## src/rtl/lcfg_pkg.sv

```systemverilog
// Constants and types shared by the transceiver and supply configuration block.
package lcfg_pkg;

   // Frame length in serial clock pulses.
   localparam logic [4:0] LCFG_FRAME_LEN = 5'h10;

   // Command codes carried in the upper byte of a request.
   localparam logic [7:0] LCFG_CODE_LIN_WR = 8'h50;
   localparam logic [7:0] LCFG_CODE_LIN_RD = 8'h90;
   localparam logic [7:0] LCFG_CODE_PWR_WR = 8'h51;
   localparam logic [7:0] LCFG_CODE_PWR_RD = 8'h91;

   // Response header fields.
   localparam logic [1:0] LCFG_OP_WRITE    = 2'h1;
   localparam logic [1:0] LCFG_OP_READ     = 2'h2;
   localparam logic [1:0] LCFG_OP_NONE     = 2'h0;
   localparam logic [1:0] LCFG_STATUS      = 2'h3;
   localparam logic [1:0] LCFG_EXCEPTION   = 2'h2;

   // Error bits in the data byte of a refused request.
   localparam int LCFG_SPI_ERR_BIT = 2;
   localparam int LCFG_REQ_ERR_BIT = 1;

   // Field positions of transceiver_config.
   localparam int LCFG_SLEW_LSB    = 0;
   localparam int LCFG_CHAN_LSB    = 3;
   localparam int LCFG_MONITOR_BIT = 5;

   // Field positions of power_management_control.
   localparam int LCFG_RESERVE_LSB = 0;
   localparam int LCFG_BUCK_BIT    = 2;
   localparam int LCFG_BOOST_BIT   = 4;
   localparam int LCFG_SYNC_BIT    = 5;
   localparam int LCFG_FAULT_BIT   = 6;
   localparam int LCFG_GOOD_BIT    = 7;

   // Values after reset.
   localparam logic [1:0] LCFG_SLEW_RST    = 2'h0;
   localparam logic [1:0] LCFG_CHAN_RST    = 2'h0;
   localparam logic       LCFG_MONITOR_RST = 1'b0;
   localparam logic       LCFG_SYNC_RST    = 1'b0;
   localparam logic       LCFG_BOOST_RST   = 1'b1;
   localparam logic       LCFG_BUCK_RST    = 1'b1;
   localparam logic [1:0] LCFG_RESERVE_RST = 2'h2;
   localparam logic [15:0] LCFG_RESP_RST   = 16'h0000;

   // Energy-reserve switch codes.
   localparam logic [1:0] LCFG_RES_OFF       = 2'h0;
   localparam logic [1:0] LCFG_RES_CHARGE    = 2'h1;
   localparam logic [1:0] LCFG_RES_DISCHARGE = 2'h2;

   // Slew select codes.
   localparam logic [1:0] LCFG_SLEW_20K  = 2'h0;
   localparam logic [1:0] LCFG_SLEW_10K4 = 2'h1;

   // Decoded request kinds.
   typedef enum logic [2:0] {
      LCFG_CMD_LIN_WR,
      LCFG_CMD_LIN_RD,
      LCFG_CMD_PWR_WR,
      LCFG_CMD_PWR_RD,
      LCFG_CMD_UNKNOWN,
      LCFG_CMD_BAD_FRAME
   } lcfg_cmd_e;

endpackage

```

## src/rtl/lcfg_config_top.sv

```systemverilog
// Transceiver and power management configuration commands behind the serial port.
//
// Overview of operation
// - Transceiver config written with code 0x50, read with 0x90, from upper byte.
// - Transceiver bits held until next write or reset; responses to 0x50 and 0x90 show them.
// - Slew 00 shaped 20 kBaud, 01 10.4 kBaud, 1x fast unshaped.
// - Monitor bit 0 routes LIN data to receive pin, 1 routes satellite signal.
// - Channel field bits 4:3 selects satellite channel one to four.
// - In monitor mode receive pin follows selected channel threshold state.
// - Power config written with code 0x51, read with 0x91.
// - Power settings held until next write or reset; responses show state.
// - Thermal or over-current shutdown can turn a supply off while enabled.
// - Switch fault cleared by reset or by writing reserve field 00.
// - Reserve field reset by sleep reset; all else only by internal reset.
// - Reserve 00 both off, 01 charge only, 10 discharge only.
// - Bit 7 of response shows boost above about 80 percent of target.
// - Bit 6 of response shows charge or discharge switch fault.
// - Bit 5 sync supply, bit 4 boost, bit 2 buck enable.
// - Response bit 12 makes the whole frame odd parity.
// - Response bits 11:10 are 11 and bits 9:8 are 10.
// - Granted requests copy opcode into bits 14:13, 01 write, 10 read.
`timescale 1ns/1ns
`default_nettype none

module lcfg_config_top (
   input  wire logic       i_core_clk,
   input  wire logic       i_reset,
   input  wire logic       i_sleep_reset,
   input  wire logic       i_spi_cs_n,
   input  wire logic       i_spi_sck,
   input  wire logic       i_spi_mosi,
   output logic            o_spi_miso,
   input  wire logic       i_lin_rx_data,
   input  wire logic [3:0] i_sat_threshold,
   input  wire logic       i_boost_above_threshold,
   input  wire logic       i_switch_fault_event,
   input  wire logic       i_sync_shutdown,
   input  wire logic       i_boost_shutdown,
   input  wire logic       i_buck_shutdown,
   output logic            o_rxd,
   output logic [1:0]      o_slew_select,
   output logic            o_wave_shaping_off,
   output logic            o_lin_rate_10k4,
   output logic            o_sync_supply_on,
   output logic            o_boost_on,
   output logic            o_buck_on,
   output logic            o_charge_switch_on,
   output logic            o_discharge_switch_on
);

   // Stored settings and flags.
   logic [1:0]  slew_select_reg;
   logic [1:0]  monitor_channel_select_reg;
   logic        monitor_mode_reg;
   logic        sync_supply_on_reg;
   logic        boost_on_reg;
   logic        buck_on_reg;
   logic [1:0]  reserve_switch_control_reg;
   logic        switch_fault_flag_reg;
   logic [15:0] resp_reg;
   logic        rxd_reg;
   logic        sync_out_reg;
   logic        boost_out_reg;
   logic        buck_out_reg;
   logic        charge_out_reg;
   logic        discharge_out_reg;

   // Next values.
   logic [1:0]  slew_select_next;
   logic [1:0]  monitor_channel_select_next;
   logic        monitor_mode_next;
   logic        sync_supply_on_next;
   logic        boost_on_next;
   logic        buck_on_next;
   logic [1:0]  reserve_switch_control_next;
   logic        switch_fault_flag_next;
   logic [15:0] resp_next;
   logic        rxd_next;

   // Shift engine outputs.
   logic        frame_done;
   logic        frame_ok;
   logic [15:0] rx_word;
   lcfg_pkg::lcfg_cmd_e cmd;

   // The serial engine loads the stored response at select fall, so the
   // answer to one request is shifted out during the following frame.
   lcfg_spi_shift u_shift (
      .i_core_clk   (i_core_clk),
      .i_reset      (i_reset),
      .i_cs_n       (i_spi_cs_n),
      .i_sck        (i_spi_sck),
      .i_mosi       (i_spi_mosi),
      .i_tx_word    (resp_reg),
      .o_miso       (o_spi_miso),
      .o_frame_done (frame_done),
      .o_frame_ok   (frame_ok),
      .o_rx_word    (rx_word)
   );

   // Request fields; the lower byte is only used by writes.
   wire [7:0] req_code = rx_word[15:8];
   wire [7:0] req_data = rx_word[7:0];

   // Request decode from the code byte.
   // code decode
   always_comb begin
      if (!frame_ok) begin
         cmd = lcfg_pkg::LCFG_CMD_BAD_FRAME;
      end else begin
         case (req_code)
            lcfg_pkg::LCFG_CODE_LIN_WR: cmd = lcfg_pkg::LCFG_CMD_LIN_WR;
            lcfg_pkg::LCFG_CODE_LIN_RD: cmd = lcfg_pkg::LCFG_CMD_LIN_RD;
            lcfg_pkg::LCFG_CODE_PWR_WR: cmd = lcfg_pkg::LCFG_CMD_PWR_WR;
            lcfg_pkg::LCFG_CODE_PWR_RD: cmd = lcfg_pkg::LCFG_CMD_PWR_RD;
            default:                    cmd = lcfg_pkg::LCFG_CMD_UNKNOWN;
         endcase
      end
   end

   // Write strobes; a read never touches the stored settings.
   // read data ignored
   wire lin_write = frame_done & (cmd == lcfg_pkg::LCFG_CMD_LIN_WR);
   wire pwr_write = frame_done & (cmd == lcfg_pkg::LCFG_CMD_PWR_WR);

   // Only the documented bits of a write are stored.
   // don't-care bits ignored
   wire [1:0] wr_slew    = req_data[lcfg_pkg::LCFG_SLEW_LSB +: 2];
   wire [1:0] wr_chan    = req_data[lcfg_pkg::LCFG_CHAN_LSB +: 2];
   wire       wr_monitor = req_data[lcfg_pkg::LCFG_MONITOR_BIT];
   wire [1:0] wr_reserve = req_data[lcfg_pkg::LCFG_RESERVE_LSB +: 2];
   wire       wr_buck    = req_data[lcfg_pkg::LCFG_BUCK_BIT];
   wire       wr_boost   = req_data[lcfg_pkg::LCFG_BOOST_BIT];
   wire       wr_sync    = req_data[lcfg_pkg::LCFG_SYNC_BIT];

   // Transceiver settings change only on their own write.
   // hold until write
   always_comb begin
      slew_select_next            = slew_select_reg;
      monitor_channel_select_next = monitor_channel_select_reg;
      monitor_mode_next           = monitor_mode_reg;
      if (lin_write) begin
         slew_select_next            = wr_slew;
         monitor_channel_select_next = wr_chan;
         monitor_mode_next           = wr_monitor;
      end
   end

   // Supply enables change only on their own write.
   // hold until write
   always_comb begin
      sync_supply_on_next = sync_supply_on_reg;
      boost_on_next       = boost_on_reg;
      buck_on_next        = buck_on_reg;
      if (pwr_write) begin
         sync_supply_on_next = wr_sync;
         boost_on_next       = wr_boost;
         buck_on_next        = wr_buck;
      end
   end

   // The reserve field alone also falls back on a sleep reset. A write in
   // the same cycle as a sleep reset loses, since sleep means power down.
   // sleep reset
   always_comb begin
      reserve_switch_control_next = reserve_switch_control_reg;
      if (i_sleep_reset) begin
         reserve_switch_control_next = lcfg_pkg::LCFG_RESERVE_RST;
      end else if (pwr_write) begin
         reserve_switch_control_next = wr_reserve;
      end
   end

   // A fault event always wins over the clear, so no fault is lost.
   // fault flag
   wire fault_clear = pwr_write & (wr_reserve == lcfg_pkg::LCFG_RES_OFF);
   always_comb begin
      switch_fault_flag_next = switch_fault_flag_reg;
      if (i_switch_fault_event) begin
         switch_fault_flag_next = 1'b1;
      end else if (fault_clear) begin
         switch_fault_flag_next = 1'b0;
      end
   end

   // Data bytes for each response kind, built from the state that will be
   // in force after this frame.
   // power byte
   wire [7:0] pwr_byte = {i_boost_above_threshold,
                          switch_fault_flag_next,
                          sync_supply_on_next,
                          boost_on_next,
                          1'b0,
                          buck_on_next,
                          reserve_switch_control_next};

   wire [7:0] lin_byte = {2'h0,
                          monitor_mode_next,
                          monitor_channel_select_next,
                          1'b0,
                          slew_select_next};

   // Refused requests carry an error bit instead of data.
   wire [7:0] spi_err_byte = 8'h01 << lcfg_pkg::LCFG_SPI_ERR_BIT;
   wire [7:0] req_err_byte = 8'h01 << lcfg_pkg::LCFG_REQ_ERR_BIT;

   // Opcode and data selection for the response.
   // opcode copy
   logic [1:0] resp_op;
   logic [7:0] resp_data;
   always_comb begin
      case (cmd)
         lcfg_pkg::LCFG_CMD_LIN_WR: begin
            resp_op   = lcfg_pkg::LCFG_OP_WRITE;
            resp_data = lin_byte;
         end
         lcfg_pkg::LCFG_CMD_LIN_RD: begin
            resp_op   = lcfg_pkg::LCFG_OP_READ;
            resp_data = lin_byte;
         end
         lcfg_pkg::LCFG_CMD_PWR_WR: begin
            resp_op   = lcfg_pkg::LCFG_OP_WRITE;
            resp_data = pwr_byte;
         end
         lcfg_pkg::LCFG_CMD_PWR_RD: begin
            resp_op   = lcfg_pkg::LCFG_OP_READ;
            resp_data = pwr_byte;
         end
         lcfg_pkg::LCFG_CMD_BAD_FRAME: begin
            resp_op   = lcfg_pkg::LCFG_OP_NONE;
            resp_data = spi_err_byte;
         end
         default: begin
            resp_op   = lcfg_pkg::LCFG_OP_NONE;
            resp_data = req_err_byte;
         end
      endcase
   end

   // Header and parity; bit 15 is sent as zero.
   // fixed status
   wire [15:0] resp_body = {1'b0, resp_op, 1'b0,
                            lcfg_pkg::LCFG_STATUS,
                            lcfg_pkg::LCFG_EXCEPTION,
                            resp_data};
   wire resp_parity = ~(^resp_body);

   // The response only changes at the end of a frame.
   always_comb begin
      resp_next = resp_reg;
      if (frame_done) begin
         resp_next = {resp_body[15:13], resp_parity, resp_body[11:0]};
      end
   end

   // Receive pin source: LIN data or the chosen satellite threshold.
   // receive mux
   wire sat_level = i_sat_threshold[monitor_channel_select_reg];
   always_comb begin
      rxd_next = i_lin_rx_data;
      if (monitor_mode_reg) begin
         rxd_next = sat_level;
      end
   end

   // Switch drive from the reserve field. Code 11 is not a legal
   // setting, so both switches stay open rather than guessing one.
   // switch decode
   wire charge_sel    = (reserve_switch_control_reg == lcfg_pkg::LCFG_RES_CHARGE);
   wire discharge_sel = (reserve_switch_control_reg == lcfg_pkg::LCFG_RES_DISCHARGE);

   // Supplies stay off under a shutdown even though the enable is kept,
   // so software sees its setting while the hardware protects itself.
   // shutdown gating
   wire sync_drive  = sync_supply_on_reg & ~i_sync_shutdown;
   wire boost_drive = boost_on_reg & ~i_boost_shutdown;
   wire buck_drive  = buck_on_reg & ~i_buck_shutdown;

   // Settings registers; internal reset restores every default.
   // internal reset
   always_ff @(posedge i_core_clk or posedge i_reset) begin
      if (i_reset) begin
         slew_select_reg            <= lcfg_pkg::LCFG_SLEW_RST;
         monitor_channel_select_reg <= lcfg_pkg::LCFG_CHAN_RST;
         monitor_mode_reg           <= lcfg_pkg::LCFG_MONITOR_RST;
         sync_supply_on_reg         <= lcfg_pkg::LCFG_SYNC_RST;
         boost_on_reg               <= lcfg_pkg::LCFG_BOOST_RST;
         buck_on_reg                <= lcfg_pkg::LCFG_BUCK_RST;
      end else begin
         slew_select_reg            <= slew_select_next;
         monitor_channel_select_reg <= monitor_channel_select_next;
         monitor_mode_reg           <= monitor_mode_next;
         sync_supply_on_reg         <= sync_supply_on_next;
         boost_on_reg               <= boost_on_next;
         buck_on_reg                <= buck_on_next;
      end
   end

   // Reserve field, fault flag and response word.
   // reset clears fault
   always_ff @(posedge i_core_clk or posedge i_reset) begin
      if (i_reset) begin
         reserve_switch_control_reg <= lcfg_pkg::LCFG_RESERVE_RST;
         switch_fault_flag_reg      <= 1'b0;
         resp_reg                   <= lcfg_pkg::LCFG_RESP_RST;
      end else begin
         reserve_switch_control_reg <= reserve_switch_control_next;
         switch_fault_flag_reg      <= switch_fault_flag_next;
         resp_reg                   <= resp_next;
      end
   end

   // Output flops; reset drives rxd high and every supply and switch output off, so boost, buck and discharge reach their on defaults a cycle later.
   always_ff @(posedge i_core_clk or posedge i_reset) begin
      if (i_reset) begin
         rxd_reg           <= 1'b1;
         sync_out_reg      <= 1'b0;
         boost_out_reg     <= 1'b0;
         buck_out_reg      <= 1'b0;
         charge_out_reg    <= 1'b0;
         discharge_out_reg <= 1'b0;
      end else begin
         rxd_reg           <= rxd_next;
         sync_out_reg      <= sync_drive;
         boost_out_reg     <= boost_drive;
         buck_out_reg      <= buck_drive;
         charge_out_reg    <= charge_sel;
         discharge_out_reg <= discharge_sel;
      end
   end

   // Slew control straight from the stored field.
   // slew decode
   assign o_slew_select      = slew_select_reg;
   assign o_wave_shaping_off = slew_select_reg[1];
   assign o_lin_rate_10k4    = (slew_select_reg == lcfg_pkg::LCFG_SLEW_10K4);

   // Remaining outputs.
   assign o_rxd                 = rxd_reg;
   assign o_sync_supply_on      = sync_out_reg;
   assign o_boost_on            = boost_out_reg;
   assign o_buck_on             = buck_out_reg;
   assign o_charge_switch_on    = charge_out_reg;
   assign o_discharge_switch_on = discharge_out_reg;

endmodule

`default_nettype wire

```

## src/rtl/lcfg_spi_shift.sv

```systemverilog
// Serial shift engine: collects one request frame and shifts out one response.
`timescale 1ns/1ns
`default_nettype none

module lcfg_spi_shift (
   input  wire logic        i_core_clk,
   input  wire logic        i_reset,
   input  wire logic        i_cs_n,
   input  wire logic        i_sck,
   input  wire logic        i_mosi,
   input  wire logic [15:0] i_tx_word,
   output logic             o_miso,
   output logic             o_frame_done,
   output logic             o_frame_ok,
   output logic [15:0]      o_rx_word
);

   logic        sck_reg;
   logic        cs_n_reg;
   logic [4:0]  count_reg;
   logic [15:0] rx_reg;
   logic [15:0] tx_reg;
   logic        done_reg;

   // Edges of the serial clock and select, seen on the core clock.
   wire sck_rise = i_sck & ~sck_reg & ~i_cs_n;
   wire sck_fall = ~i_sck & sck_reg & ~i_cs_n;
   wire cs_fall  = ~i_cs_n & cs_n_reg;
   wire cs_rise  = i_cs_n & ~cs_n_reg;

   // Count saturates so a long frame is never mistaken for a good one.
   wire [4:0] count_next = (count_reg == 5'h1F) ? count_reg : count_reg + 5'h01;

   // Capture on rising edges, shift the response on falling edges.
   always_ff @(posedge i_core_clk or posedge i_reset) begin
      if (i_reset) begin
         sck_reg   <= 1'b0;
         cs_n_reg  <= 1'b1;
         count_reg <= 5'h00;
         rx_reg    <= 16'h0000;
         tx_reg    <= 16'h0000;
         done_reg  <= 1'b0;
      end else begin
         sck_reg  <= i_sck;
         cs_n_reg <= i_cs_n;
         done_reg <= cs_rise;
         if (cs_fall) begin
            count_reg <= 5'h00;
            tx_reg    <= i_tx_word;
         end else if (sck_rise) begin
            count_reg <= count_next;
            rx_reg    <= {rx_reg[14:0], i_mosi};
         end else if (sck_fall) begin
            tx_reg <= {tx_reg[14:0], 1'b0};
         end
      end
   end

   assign o_miso       = tx_reg[15];
   assign o_frame_done = done_reg;
   assign o_frame_ok   = (count_reg == lcfg_pkg::LCFG_FRAME_LEN);
   assign o_rx_word    = rx_reg;

endmodule

`default_nettype wire

```

## config.mk

```make
export PLATFORM = sky130hd
export DESIGN_NAME = lcfg_config_top
export DESIGN_NICKNAME = d
export VERILOG_FILES = /design/src/rtl/lcfg_pkg.sv /design/src/rtl/lcfg_config_top.sv /design/src/rtl/lcfg_spi_shift.sv
export SDC_FILE = /design/constraint.sdc
export NUM_CORES = 1
export LEC_CHECK = 0
export BUFFER_PORTS_ARGS = -buffer_cell sky130_fd_sc_hd__buf_2
export CAP_MARGIN = 20
export CELL_PAD_IN_SITES_DETAIL_PLACEMENT = 0
export CELL_PAD_IN_SITES_GLOBAL_PLACEMENT = 1
export CORE_ASPECT_RATIO = 0.5
export CORE_MARGIN = 4
export CORE_UTILIZATION = 47
export DETAILED_ROUTE_END_ITERATION = 7
export GPL_TIMING_DRIVEN = 0
export MAX_ROUTING_LAYER = met4
export PLACE_DENSITY_LB_ADDON = 0.1
export SYNTH_ARGS = -nofsm -noshare
export SYNTH_HDL_FRONTEND = slang
export SYNTH_SLANG_ARGS = --single-unit
```

## constraint.sdc

```tcl
create_clock -name i_core_clk -period 3.5 [get_ports i_core_clk]
set_clock_uncertainty 0.05 [all_clocks]
set_input_delay 0 -clock i_core_clk [delete_from_list [all_inputs] [get_ports i_core_clk]]
set_output_delay 0 -clock i_core_clk [all_outputs]
set_load 0.02 [all_outputs]
```

# After elaboration in Yosys (flattened, before gate mapping)
# Index checks and enable logic that the tools add are counted.
# word_totals
ff_bits	71
out_inout_bits	11
# classes
addsub	1
order_cmp	1
n_eq_ne	15
muxes	23
bitwise_logic	21
n_reduce_logical	12
# ops
cell	count
16-bit two-way mux	3
8-bit one-hot mux with 3 select lines	1
8-bit by 7-bit equality test with 1-bit output, second input constant	2
8-bit equality test, second input constant	2
16-bit XOR reduction	1
5-bit two-way mux	3
1-bit AND	12
3-bit one-hot mux with 4 select lines	1
5-bit equality test, second input constant	2
1-bit inverter	9
1-bit two-way mux	8
2-bit two-way mux	4
2-bit OR reduction	4
3-bit by 2-bit equality test with 1-bit output, second input constant	2
2-bit AND reduction	3
5-bit by 1-bit adder with 5-bit output, second input constant	1
2-bit by 1-bit equality test with 1-bit output, second input constant	2
2-bit one-hot mux with 2 select lines	1
2-bit nonzero test	2
3-bit by 1-bit equality test with 1-bit output, second input constant	1
3-bit equality test, second input constant	1
3-bit logical NOT	1
2-bit by 3-bit < comparator with 1-bit output, second input constant	1
3-bit two-way mux	1
other kinds (5)	5

# Depth between registers and ports, before layout
# depth
word_depth	11
ltp_mapped	9
ltp_nobuf	9

# Cells and area by module
# Synthesis repeated with hierarchy kept, for this count alone.
# unflattened
hier_cells	271
area_unflattened_um2	3430.8
# modules_own_cells
module	instances	cells_each	area_per_inst_um2
lcfg_spi_shift	1	129	1848.0
lcfg_config_top	1	142	1582.8

# Worst setup path before layout
# Ideal clock, no wire load.
# synth_path
path_type	register to register
from	register u_shift.count_reg[0]
to	register resp_reg[12]
t_arrival_ns	2.581
required_time_ns	3.385
setup_slack_ns	0.804
stages_incl_launch_ff	10
period_less_slack_ns	2.696
cell_sequence	dfrtp_1 -> inv_1 -> ha_1 -> nand4bb_1 -> or4_4 -> nor3_2 -> nand3_1 -> or4_4 -> a211oi_2 -> a211o_1
# synth_via
elab_chain_len	10
# synth_lines
item	line	source
from (decl)	lcfg_spi_shift.sv:20	logic [4:0] count_reg;
from (signal assigned)	lcfg_spi_shift.sv:51	count_reg <= count_next;
5-bit equality test *	lcfg_spi_shift.sv:61	assign o_frame_ok = (count_reg == lcfg_pkg::LCFG_FRAME_LEN);
3-bit two-way mux *	lcfg_config_top.sv:108	if (!frame_ok) begin
3-bit by 2-bit equality test with 1-bit output	lcfg_config_top.sv:124, lcfg_config_top.sv:212	
1-bit AND	lcfg_config_top.sv:124	wire pwr_write = frame_done & (cmd == lcfg_pkg::LCFG_CMD_PWR_WR);
1-bit AND	lcfg_config_top.sv:176	wire fault_clear = pwr_write & (wr_reserve == lcfg_pkg::LCFG_RES_OFF);
1-bit two-way mux	lcfg_config_top.sv:181	end else if (fault_clear) begin
1-bit two-way mux	lcfg_config_top.sv:179	if (i_switch_fault_event) begin
8-bit one-hot mux with 3 select lines	lcfg_config_top.sv:212	case (cmd)
16-bit XOR reduction *	lcfg_config_top.sv:246	wire resp_parity = ~(^resp_body);
1-bit inverter *	lcfg_config_top.sv:246	
to (signal assigned)	lcfg_config_top.sv:305	resp_reg <= lcfg_pkg::LCFG_RESP_RST;
to (signal assigned)	lcfg_config_top.sv:309	resp_reg <= resp_next;
to (decl)	lcfg_config_top.sv:60	logic [15:0] resp_reg;
# Every way passes the cells marked *; elsewhere a longest branch is shown, timed or not.
# A chain may end at the register's enable or synchronous reset.

# Worst setup path in the final report
# Same ends and word-level chain as after synthesis.

==> results.py <==
metrics = {
    "clocking": {
        "clockBufferDepth": 2,
        "cts_root_buffer": "clkbuf_16",
        "clock_latency_ns": 0.33,
        "numCtsBuffers": 9,
        "cts_num_sinks": 69,
        "ctsResizeCount": 0,
        "postCtsSetupRepairBufs": 0,
        "clk_pin_slew_ns": 0.05,
        "cts_tree": "done",
        "cts_htree_levels": 3,
    },
    "setup_path": {
        "max_stage_delay_ns": 0.89,
        "r2r-start": "u_shift.count_reg[0]$_DFFE_PP0P_",
        "r2r_cells": 9,
        "rrSetupSlack_ns": 0.35,
        "crit_type": "reg2reg",
        "critPathBufInv": 1,
        "cp-start-kind": "register",
        "timing.rr.end": "resp_reg[12]$_DFFE_PP0P_",
        "worstPathMaxFanout": 7,
        "crit_cells": 9,
        "cp.required_ns": 3.66,
        "endpoint_kind": "register",
        "cp_slowest_cell": "nor4_1",
        "crit_family": "simple AND/OR/NAND/NOR gates",
        "crit_chain": "inv_1, ha_1, nand4bb_1, nor4_1, nand2_1, a21oi_1, or4_1, a2bb2oi_1, a211o_1",
        "crit_start": "u_shift.count_reg[0]$_DFFE_PP0P_",
        "arrival_ns": 3.31,
    },
    "floorplan": {
        "die_width_um": 126,
        "die_area_sq_um": 8380,
        "initial_utilization": 0.485,
        "rows": 21,
        "io_pins": 27,
        "fp.dieH_um": 66.8,
        "core_sq_um": 6700,
    },
    "pwr": {
        "power_density_nw_per_um2": 524,
        "pwr-share-seq": 0.459,
        "power_switching_w": 0.000487,
        "combPwrFrac": 0.111,
        "power_leakage_nw": 1.70,
        "clkPwrFrac": 0.430,
        "switching_share": 0.239,
        "p_int_w": 0.00155,
        "ir_drop_uv": 352,
    },
    "worst_hold_path": {
        "hold_start": "i_sat_threshold[0]",
        "whs_endpoint": "o_rxd$_DFF_PP1_",
        "holdCritPathClass": "in2reg",
        "min_path_cells": 3,
    },
    "synth": {
        "synth_ff_type": "dfrtp_1",
        "synth_top_cells_by_area": "dfrtp_1 49%, mux2_2 8.7%, mux2i_1 6.2%",
        "synth.largest_area_cell": "dfrtp_1",
        "synth-xor-area-share": 0.0189,
        "synthMuxAreaShare": 0.155,
        "async_flop_share": 1.00,
        "synth_top_area_frac": 0.493,
        "synth_warnings": 0,
        "synth_nets": 306,
        "synth_top_family_by_area": "simple AND/OR/NAND/NOR gates",
        "synthAdderAreaFrac": 0.0116,
        "synth-edff-count": 0,
        "synthSimpleGateAreaFrac": 0.159,
        "syn_area_sq_um": 3250,
        "avgSynthCellArea_sq_um": 11.3,
        "yosysUniqueCellTypes": 51,
        "syn_inst": 287,
        "synth-seq-cells": 69,
        "ys_seq_area_frac": 0.534,
        "synth_compound_area_frac": 0.0940,
    },
    "finish": {
        "multi_input_area_sq_um": 1420,
        "drive_gt1_frac": 0.247,
        "final_nets": 354,
        "n_antenna_cell": 0,
        "stdcell_area_sq_um": 3890,
        "seq_area_sq_um": 1730,
        "syn2layout_area_growth_pct": 19.9,
        "final_cell_count_no_fill": 432,
        "n_fill_cell": 590,
    },
    "drt": {
        "antenna_left": 0,
        "wire_per_inst_um": 15.4,
        "viasPerCell": 5.26,
        "first_pass_iters": 4,
        "num_vias": 2271,
        "drc": 0,
        "routed_wl_um": 6660,
        "drt_iter0_markers": 157,
    },
    "timing": {
        "whs_ns": 0.0672,
        "hold_viol": 0,
        "setup_tns_ns": 0,
        "rsz0062_at_grt": "no",
        "relSlewSlack": 0.402,
        "finalSetupViolations": 0,
        "period_share": 0.900,
        "max_freq_ghz": 0.317,
        "maxSlewViolCount": 0,
        "period_minus_slack_ns": 3.15,
        "worst_slew_pin_slew_ns": 0.889,
    },
    "placed_design": {
        "dp_cells": 405,
        "place_congestion": 0.833,
        "dp_hpwl_um": 4690,
        "io_buffers": 26,
        "postPlaceCellArea_sq_um": 3490,
    },
    "global_routing": {
        "met1_usage": 0.253,
        "busiest_layer": "met1",
        "grt_pass1_wl_um": 11400,
        "globalRouteTotalUtil": 0.184,
        "grt_max_degree": 70,
        "grt_overflow": 0,
        "grtUsageMet2": 0.251,
        "grt_pass1_vias": 2263,
        "use_met3": 0.0624,
        "antenna_found_initial": 0,
    },
    "run_status": {
        "status": "finished, final reports clean",
    },
    "run": {
        "maxCapViolCount": 0,
    },
}
==> synth_stat cells (2+ instances only) <==
library cell	count
nor2_1	23
inv_1	8
nand4_1	5
nand4bb_1	2
clkbuf_1	9
o21ai_0	19
mux2_2	25
a21oi_1	7
and3_1	2
o2bb2ai_1	3
o211ai_1	3
or4_4	2
nor3_1	3
nor4_1	2
xor2_1	3
a21o_1	3
ha_1	3
dfrtp_1	64
nand3b_1	3
nand2_1	27
a211o_1	3
nor2b_1	10
o31ai_1	2
mux2i_1	20
xnor2_1	4
or2_2	3
dfstp_2	5
==> per-stage QoR <==
step | util | total power (W) | worst slack [ns]
global placement | 0.521 | 0.00116 | 0.458
floorplan | - | 0.00110 | 0.804
CTS | 0.581 | 0.00207 | 0.402
detailed placement | 0.522 | 0.00117 | 0.441
global route | 0.581 | 0.00214 | 0.185
finish | 0.581 | 0.00204 | 0.349
==> how the worst max path moves through the flow <==
stage	endpoint
6_report	resp_reg[12]$_DFFE_PP0P_
5_1_grt	resp_reg[12]$_DFFE_PP0P_
4_1_cts	resp_reg[12]$_DFFE_PP0P_
3_5_place_dp	resp_reg[12]$_DFFE_PP0P_
3_3_place_gp	resp_reg[12]$_DFFE_PP0P_
2_1_floorplan	resp_reg[12]$_DFFE_PP0P_
==> layout make-up <==
type                       count  area share
sequential                    69       0.445
multi-input combinational    197       0.366
clock buffer                  14      0.0652
timing repair buffer          37      0.0617
tap                           92      0.0296
buffer                        12      0.0145
inverter                       9     0.00932
clock inverter                 2     0.00900
==> metal layers <==
| layer | vias up | wire, um |
|---|---|---|
| li1 | 1114 | - |
| met1 | 1107 | 3550 |
| met2 | 41 | 2690 |
| met3 | 9 | 308 |
| met4 | 0 | 116 |
| met5 | - | 0 |
==> logic make-up after synthesis <==
group / after synthesis
DFF: 69
AOI/OAI and AO/OA: 47
adders and majority gates: 3
muxes: 46
buffers and inverters: 21
and+or+nand+nor: 94
xor gates and xnor gates: 7
==> power by group through the flow <==
stage,registers (W),clock network [W],logic (W)
final,0.000936,0.000879,0.000226
after global routing,0.000946,0.000941,0.000251
after CTS,0.000935,0.000903,0.000228
after detailed placement,0.000948,0,0.000218
after global placement,0.000945,0,0.000213
after floorplan,0.000927,0,0.000173
==> worst register-to-register path, stage by stage, from the launching register on <==
cell and delay [ns]:
dfrtp_1 0.43, inv_1 0.08, ha_1 0.14, nand4bb_1 0.36, nor4_1 0.89, nand2_1 0.19
a21oi_1 0.39, or4_1 0.18, a2bb2oi_1 0.06, a211o_1 0.26
==> repair_timing <==
| item | in CTS | in global routing |
|---|---|---|
| setup endpoints to repair | 0 | 0 |
| hold buffers | 11 | 0 |
| hold endpoints to repair | 76 | 0 |
==> placed cells by master (no fill, tap or decap), types with 4 or more instances in the layout <==
master and count:
dfrtp_1 64, nand4_1 5, dfstp_2 5, buf_2 26
inv_1 7, dlygate4sd3_1 11, nor2_1 23, clkbuf_16 9
nor2b_1 10, xnor2_1 4, mux2i_1 20, o21ai_0 19
a21oi_1 7, nand2_1 27, clkbuf_1 13, mux2_2 25
No activity file was read; power rests on OpenSTA's default activity.
